<file path="src/dric_defs.vh">
`ifndef DRIC_DEFS_VH
`define DRIC_DEFS_VH

// Depth of the reset release synchroniser, in flip-flops.
`define DRIC_SYNC_STAGES 2
// Reset value of the clock RAM invalid flag after a master reset.
`define DRIC_RAM_INVALID_RST 1'h1
// Reset value of the internal configuration word.
`define DRIC_CFG_RST 8'h00
// Reset value of the real-time clock seconds counter.
`define DRIC_RTC_RST 32'h0000_0000
// Encoding of the power state machine.
`define DRIC_ST_RESET 2'h0
`define DRIC_ST_RUN 2'h1
`define DRIC_ST_OFF 2'h2

`endif

</file>
<file path="src/dric_sync.v">
`timescale 1ns/100ps
`include "dric_defs.vh"

// Two-stage synchroniser for a pin that comes from outside the clock domain.
module dric_sync (
    input  wire clk_i,
    input  wire d_i,
    output wire q_o
);
    reg stage_a;
    reg stage_b;

    // The first stage feeds only the second, to contain metastability.
    always @(posedge clk_i) begin
        stage_a <= d_i;
        stage_b <= stage_a;
    end

    assign q_o = stage_b;
endmodule // dric_sync

</file>
<file path="src/dric_top.v">
// Summary of operation
// - Warm reset input acts as supply-good reset.
// - Warm reset alone keeps clock RAM invalid flag.
// - Warm reset alone enters deep power-off mode.
// - Master reset clears clock and configuration registers.
// - Master reset takes priority over warm reset.
`timescale 1ns/100ps
`include "dric_defs.vh"

module dric_top (
    input  wire        clk_i,
    input  wire        reset_n_i,
    input  wire        warm_hw_reset_n_i,
    input  wire        master_power_on_reset_n_i,
    input  wire        ram_invalid_clear_i,
    input  wire        cfg_we_i,
    input  wire [7:0]  cfg_wdata_i,
    input  wire        rtc_tick_i,
    input  wire        wake_i,
    output reg         supply_ok_indication_o,
    output reg         core_reset_n_o,
    output reg         master_reset_n_o,
    output reg         power_off_o,
    output reg         ram_invalid_o,
    output reg  [7:0]  cfg_o,
    output reg  [31:0] rtc_count_o
);
    // The block turns the two board reset pins into the internal resets
    // and the power state. Three states are used: reset, run and off.
    // A master reset drives reset, clears the retained state and wins over
    // anything else. A warm reset on its own drives off, where the core is
    // held in reset but the clock, the configuration and the invalid flag
    // survive. Off is left on a master reset, or when the warm pin is released
    // and a wake request arrives, but the core reset is released as soon as both pins are, wake or not.
    //
    // Both pins are asynchronous to clk_i and reach the logic only through
    // two-stage synchronisers. Every effect of a pin therefore shows three
    // edges after the pin moves; the system reset reset_n_i is already in
    // the clock domain and acts on the next edge. A pin pulse shorter than
    // a clock period may be missed, which the board supervisor never makes.

    // State codes of the power sequencer, plain binary.
    localparam [1:0] ST_RESET = `DRIC_ST_RESET;
    localparam [1:0] ST_RUN   = `DRIC_ST_RUN;
    localparam [1:0] ST_OFF   = `DRIC_ST_OFF;

    // Synchronised copies of the two reset pins, high while released.
    wire        warm_sync;
    wire        master_sync;

    // Power state and its next value; the state only moves on an edge
    // and always starts from reset after the system reset.
    reg  [1:0]  state;
    reg  [1:0]  next_state;

    // Next values of the status outputs.
    reg         next_supply_ok;
    reg         next_core_reset_n;
    reg         next_master_reset_n;
    reg         next_power_off;

    // Next values of the state kept across a warm reset.
    reg         next_ram_invalid;
    reg  [7:0]  next_cfg;
    reg  [31:0] next_rtc_count;

    // True when both pins are released; decoded by the sequencer and by
    // the core reset, so it lives in one place.
    function both_released;
        input warm_n;
        input master_n;
        begin
            both_released = warm_n && master_n;
        end
    endfunction

    // True when only the warm reset is asserted, the power-off request.
    function warm_only;
        input warm_n;
        input master_n;
        begin
            warm_only = master_n && !warm_n;
        end
    endfunction

    // True while the master reset is asserted; it is tested in every
    // state and in the retained logic, so it is decoded once here.
    function master_held;
        input master_n;
        begin
            master_held = !master_n;
        end
    endfunction

    // Each pin passes two flip-flops before any logic reads it; nothing
    // but the second stage looks at the first.
    dric_sync u_warm_sync (
        .clk_i (clk_i),
        .d_i   (warm_hw_reset_n_i),
        .q_o   (warm_sync)
    );

    dric_sync u_master_sync (
        .clk_i (clk_i),
        .d_i   (master_power_on_reset_n_i),
        .q_o   (master_sync)
    );

    // Master reset outranks warm reset, and a warm reset alone ends in
    // power-off from any state. Short of a master reset, leaving power-off needs
    // the warm pin released and a wake request, so a glitch on the pin alone cannot
    // end power-off; the core reset still follows the pin alone.
    always @* begin
        next_state = state;
        case (state)
            ST_RESET: begin
                // Leave reset once the master pin is released.
                if (master_held(master_sync)) begin
                    next_state = ST_RESET;
                end else if (warm_only(warm_sync, master_sync)) begin
                    next_state = ST_OFF;
                end else begin
                    next_state = ST_RUN;
                end
            end
            ST_RUN: begin
                // A master reset is tested first so that it always wins.
                if (master_held(master_sync)) begin
                    next_state = ST_RESET;
                end else if (warm_only(warm_sync, master_sync)) begin
                    next_state = ST_OFF;
                end
            end
            ST_OFF: begin
                // Only a master reset, or the wake request with both pins released, leaves off; the clock keeps running.
                if (master_held(master_sync)) begin
                    next_state = ST_RESET;
                end else if (both_released(warm_sync, master_sync) &&
                             wake_i) begin
                    next_state = ST_RUN;
                end
            end
            default: begin
                next_state = ST_RESET;
            end
        endcase
    end

    // Status outputs follow the synchronised pins. Reading the raw pins
    // would assert the core reset two edges sooner, but a pin caught in
    // mid-swing could then leave the core reset metastable; the two extra
    // edges are the price of a clean assert and release.
    always @* begin
        next_supply_ok      = warm_sync;
        next_core_reset_n   = both_released(warm_sync,
                                            master_sync);
        next_master_reset_n = !master_held(master_sync);
        next_power_off      = (next_state == ST_OFF);
    end

    // Status registers. The system reset holds both internal resets low
    // and power-off clear, so the sequencer always starts from reset and
    // never leaves a stale power-off level on its output.
    always @(posedge clk_i) begin
        if (!reset_n_i) begin
            state                  <= ST_RESET;
            supply_ok_indication_o <= 1'h0;
            core_reset_n_o         <= 1'h0;
            master_reset_n_o       <= 1'h0;
            power_off_o            <= 1'h0;
        end else begin
            state                  <= next_state;
            supply_ok_indication_o <= next_supply_ok;
            core_reset_n_o         <= next_core_reset_n;
            master_reset_n_o       <= next_master_reset_n;
            power_off_o            <= next_power_off;
        end
    end

    // Retained state. Only a master reset or the system reset clears it; a warm reset leaves
    // the flag, the configuration and the clock alone, so time keeps
    // counting through a power-off.
    always @* begin
        next_ram_invalid = ram_invalid_o;
        next_cfg         = cfg_o;
        next_rtc_count   = rtc_count_o;
        if (master_held(master_sync)) begin
            // Setting the flag beats a clear in the same cycle, so a fresh
            // power-up is never taken for valid clock RAM contents.
            next_ram_invalid = `DRIC_RAM_INVALID_RST;
            next_cfg         = `DRIC_CFG_RST;
            next_rtc_count   = `DRIC_RTC_RST;
        end else begin
            if (ram_invalid_clear_i) begin
                next_ram_invalid = 1'h0;
            end
            // A write outside the running state is dropped on purpose.
            if (cfg_we_i && state == ST_RUN) begin
                next_cfg = cfg_wdata_i;
            end
            if (rtc_tick_i) begin
                next_rtc_count = rtc_count_o + 32'h0000_0001;
            end
        end
    end

    // The retained registers. The system reset sets them to their reset
    // values as well, so a run always starts from a cleared clock and a
    // flag that marks the clock RAM as not yet valid.
    always @(posedge clk_i) begin
        if (!reset_n_i) begin
            ram_invalid_o <= `DRIC_RAM_INVALID_RST;
            cfg_o         <= `DRIC_CFG_RST;
            rtc_count_o   <= `DRIC_RTC_RST;
        end else begin
            ram_invalid_o <= next_ram_invalid;
            cfg_o         <= next_cfg;
            rtc_count_o   <= next_rtc_count;
        end
    end

endmodule // dric_top

</file>
<file path="config.mk">
export PLATFORM = sky130hd
export DESIGN_NAME = dric_top
export DESIGN_NICKNAME = d
export VERILOG_FILES = /design/src/dric_sync.v /design/src/dric_top.v
export VERILOG_INCLUDE_DIRS = /design/src /design/src/src
export SDC_FILE = /design/constraint.sdc
export NUM_CORES = 1
export LEC_CHECK = 0
export BUFFER_PORTS_ARGS = -buffer_cell sky130_fd_sc_hd__buf_2
export CORE_MARGIN = 4
export CORE_UTILIZATION = 30
export DETAILED_ROUTE_END_ITERATION = 10
export PLACE_DENSITY = 0.55
export REMOVE_ABC_BUFFERS = 1
export SLEW_MARGIN = 10
export SYNTH_ARGS = -nofsm -noshare
export SYNTH_HDL_FRONTEND = slang
export SYNTH_SLANG_ARGS = --single-unit
</file>
<file path="constraint.sdc">
create_clock -name clk_i -period 3.02 [get_ports clk_i]
set_clock_uncertainty 0.05 [all_clocks]
set_input_delay 0.302 -clock clk_i [delete_from_list [all_inputs] [get_ports clk_i]]
set_output_delay 0.302 -clock clk_i [all_outputs]
set_load 0.02 [all_outputs]
</file>
==> Word-level counts from Yosys, hierarchy flattened <==
Index checks and enable logic that the tools add are counted.
{ "word_totals": {"reg_bits": 51, "inputBits": 16, "out_inout_bits": 45, "word_cells": 30} }
{ "classes": {"add_sub_neg": 1, "eq_ne": 3, "mux": 7, "n_reduce_logical": 7} }
{ "ops": {"columns": ["cell", "n"], "rows": [
  ["32-bit by 1-bit adder with 32-bit output (second input constant)", 1],
  ["2-bit two-way mux", 6],
  ["2-bit one-hot mux with 3 select lines", 1],
  ["2-bit equality test (second input constant)", 2],
  ["1-bit logical AND", 4],
  ["2-bit by 1-bit equality test with 1-bit output (second input constant)", 1],
  ["2-bit zero test", 1],
  ["2-bit AND reduction", 1],
  ["1-bit zero test", 1]
]} }

==> Depth between registers and ports, before layout <==
{ "depth": {"ltp_word": 6, "mapped_depth": 7, "ltp_nobuf": 5} }

==> Modules after synthesis <==
Synthesis repeated with hierarchy kept, for this count alone.
{ "hier_totals": {"hier_cells": 229, "hier_area_um2": 2163.3} }
{ "by_module_without_submodules": {"columns": ["mod", "n_inst", "cells_per_inst", "area_per_inst_um2", "seq_area_each_um2"], "rows": [
  ["dric_top", 1, 225, 2083.2, 940.9],
  ["dric_sync", 2, 2, 40.0, 40.0]
]} }

==> Worst setup path after synthesis <==
OpenSTA, ideal clock, no wires.
{ "synth_timing": {"path_type": "register to register", "startpoint": "register rtc_count_o[2]", "endpoint": "register rtc_count_o[15]", "setup_time_ps": 71, "arrival_time_ps": 1727, "t_required_ps": 2899, "setup_slack_ps": 1172, "stages_incl_launch_ff": 6, "path_buffers": 1, "synth_period_minus_slack_ps": 1848, "path_cell_list": "dfxtp_1 nand4_4 or2_1 buf_6 or4_1 a21oi_1"} }
{ "synth_via": {"elab_chain_len": 1} }
{ "synth_rtl": {"columns": ["item", "line", "text"], "rows": [
  ["from (decl)", "dric_top.v:26", "output reg [31:0] rtc_count_o"],
  ["from (signal assigned)", "dric_top.v:214", "rtc_count_o <= `DRIC_RTC_RST;"],
  ["from (signal assigned)", "dric_top.v:218", "rtc_count_o <= next_rtc_count;"],
  ["32-bit by 1-bit adder with 32-bit output", "dric_top.v:202", "next_rtc_count = rtc_count_o + 32'h0000_0001;"]
]} }
Every way passes these cells.
A chain may end at the register's enable or synchronous reset.

==> Final worst setup path <==
{ "layout_timing": {"startpoint": "register rtc_count_o[0]", "endpoint": "register rtc_count_o[26]"} }
The elaborated chain is that of the path after synthesis.

==> results.yml <==
synthesis:
  synthArstFlopShare_pct: 0
  synth.cell_area_sq_um: 2120
  synth_seq_area_share_pct: 48.1
  synth_xor_area_share_pct: 5.36
  ys_warn_count: 0
  synthMuxAreaShare_pct: 6.13
  ys_types: 34
  synth_compound_area_share_pct: 10.2
  synth_top_area_cell: "dfxtp_1"
  ys_top_cells_by_count: "dfxtp_1 (51), nor2_1 (23), nand2_1 (15)"
  ys_seq_elements: 51
  avgSynthCellArea_sq_um: 9.35
  synth_edf_count: 0
  yosysMostFrequentCell: "dfxtp_1"
  synth-main-ff-cell: "dfxtp_1"
  synth_cells: 227
  synth_top_family_by_area: "simple AND/OR/NAND/NOR gates"
  ys_top_cells_by_area: "dfxtp_1 (48%), mux2i_1 (6.1%), nor2_1 (4.1%), xnor2_1 (3.7%), o31ai_1 (3.5%)"
  yosys.area_share.simple_pct: 25.9
  yosys.area_share.adder_pct: 0.589
  yosysTopAreaCellShare_pct: 48.1
grt:
  use_met3_pct: 3.28
  grt_max_degree: 37
  grt_pass1_vias: 1697
  grt-ovfl-total: 0
  antenna_found_initial: 0
  grtUsageMet2_pct: 18.5
  grtUsageMet1_pct: 16.1
  grt_pass1_wl_microns: 8290
  grtUsageTotal_pct: 12.0
  busiest_layer: "met2"
critical_path:
  critical_path_arrival_ns: 2.18
  cp_num_cells: 4
  critPathMaxStageDelay_ns: 0.63
  cp.required_ns: 3.20
  path_cells: "ha_1 -> nand3_1 -> or4_1 -> a21oi_1"
  path_max_fanout: 13
  critPathKind: "register to register"
  start_kind: "register"
  path_delay_family: "simple AND/OR/NAND/NOR gates"
  cp_slowest_cell: "or4_1"
  rrSetupSlack_ns: 1.02
  cp-end-kind: "register"
  reg2reg_depth: 4
  cp_num_buf_inv: 0
finish:
  nets: 300
  final_util_pct: 37.8
  areaGrowthSynthToFinish_pct: 21.7
  fin_cells: 380
  drive_above_1_share_pct: 24.6
  antenna-diode-count: 0
timing:
  setup_viol: 0
  fin_setup_tns_ns: 0
  grt_setup_unrepaired: "no"
  clock.fmax_ghz: 0.500
  worstMarginPinSlew_ns: 0.548
  finalMaxSlewViolations: 0
  hold_viol_final: 0
  min_period_ns: 2.00
  period_share_pct: 66.2
  setup_slack_ns: 1.02
  slew_headroom_pct: 63.5
die:
  die_w_microns: 92.1
  ios: 61
  die_h_microns: 92.1
  initial_core_util_pct: 31.1
  core_area_sq_um: 6830
  die_area_sq_um: 8490
  rows: 30
place:
  dp_slack_ns: 1.05
  place.gp.congestion: 0.693
  place_hpwl_microns: 3450
  dpl.cell_count: 372
  port_buffers: 60
power:
  ir_drop_mv: 0.144
  power_switching_uw: 260
  p_total_mw: 1.12
  clkPwrFrac_pct: 34.7
  powerDensity_nw_per_um2: 434
  p_sw_share_pct: 23.2
  p_seq_share_pct: 61.1
  p_comb_share_pct: 4.2
  p_leak_nw: 1.05
  p_int_uw: 862
worst_hold_path:
  hold_path.class: "input port to register"
  min_path_cells: 1
routing:
  drcViolationCount: 0
  drt-initial-drc-count: 124
  ant_nets: 0
  via_count: 1826
  drt-total-wl_microns: 4910
  vias_per_cell: 4.81
  firstDrtPassIters: 4
  wl_per_cell_microns: 12.9
clock_network:
  clock-sinks: 51
  cts_hold_buf: 0
  post_cts_resized: 0
  clk_pin_slew_worst_paths_ns: 0.09
  clock_latency_ns: 0.30
  numCtsBuffers: 5
  htreeDepth: 2
  postCtsSetupRepairBufs: 0
  cts_tree: "built"
  clk_path_buf_depth: 2
  cts_root_buffer: "clkbuf_8"
status:
  status: "finished, final reports clean"
job:
  cap_violations: 0
## layout by cell type (no fill, tap or decap), types with 2 or more instances in the layout
| master | n |
|---|---|
| and4_1 | 5 |
| nor2_1 | 23 |
| nor3_1 | 3 |
| o21ai_0 | 2 |
| xnor2_1 | 9 |
| a221oi_1 | 2 |
| nand2_1 | 15 |
| or4_1 | 10 |
| and3_1 | 4 |
| nor4_1 | 7 |
| nand2b_1 | 8 |
| nand3_1 | 11 |
| o311ai_1 | 2 |
| mux2i_1 | 13 |
| buf_2 | 60 |
| xor2_1 | 4 |
| clkbuf_8 | 5 |
| dfxtp_1 | 51 |
| a21oi_1 | 11 |
| o31ai_1 | 10 |
| buf_4 | 2 |
| o41ai_1 | 2 |
| inv_1 | 5 |
| nand4_1 | 8 |
## registers in the layout, summed over array words and instances (netlist names)
signal,count
core_reset_n_o,1
u_warm_sync.q_o,1
u_master_sync.q_o,1
rtc_count_o,32
state,2
ram_invalid_o,1
u_warm_sync.stage_a,1
power_off_o,1
cfg_o,8
u_master_sync.stage_a,1
master_reset_n_o,1
supply_ok_indication_o,1
## routing by layer
| layer | vias up | part of all wire [%] |
|---|---|---|
| met4 | 0 | 1.4 |
| met3 | 5 | 5.0 |
| met1 | 838 | 49 |
| met5 | - | 0 |
| met2 | 45 | 45 |
| li1 | 938 | - |
## cell families after synthesis
logic type	Yosys count
AO/OA/AOI/OAI	32
XOR/XNOR	13
adder cells (fa/ha/maj)	1
buffers and inverters	18
flip-flops	51
multiplexers	13
AND/OR/NAND/NOR	99
## final timing paths
kind,from,endpoint
setup / recovery,rtc_count_o[0]$_SDFFE_PN0P_,rtc_count_o[26]$_SDFFE_PN0P_
setup reg to reg,rtc_count_o[0]$_SDFFE_PN0P_,rtc_count_o[26]$_SDFFE_PN0P_
hold / removal,master_power_on_reset_n_i,u_master_sync.stage_a$_DFF_P_
hold reg to reg,u_master_sync.stage_a$_DFF_P_,u_master_sync.q_o$_DFF_P_
## stage by stage
| stage | instance area [sq um] | hold WS, ns |
|---|---|---|
| 2_1_floorplan | 2060 | 0.260 |
| 3_3_place_gp | 2500 | 0.260 |
| 3_5_place_dp | 2500 | 0.269 |
| 4_1_cts | 2580 | 0.0297 |
| 5_1_grt | 2580 | 0.0284 |
| 6_report | 2580 | 0.0424 |
## final cells by class
class | count | area (sq um)
Clock buffer | 6 | 72.6
Clock inverter | 2 | 12.5
Fill cell | 726 | 4250
Inverter | 5 | 18.8
Multi-Input combinational cell | 158 | 1020
Sequential cell | 51 | 1020
Tap cell | 96 | 120
Timing Repair Buffer | 62 | 315
## power groups by stage
stage	sequential, mW	clock [mW]	combinational, mW
floorplan	0.707	0	0.0187
global placement	0.701	0	0.0472
detailed placement	0.702	0	0.0477
CTS	0.686	0.413	0.0479
global route	0.688	0.436	0.0526
finish	0.686	0.389	0.0471
Power figures use the tool's default switching activity.
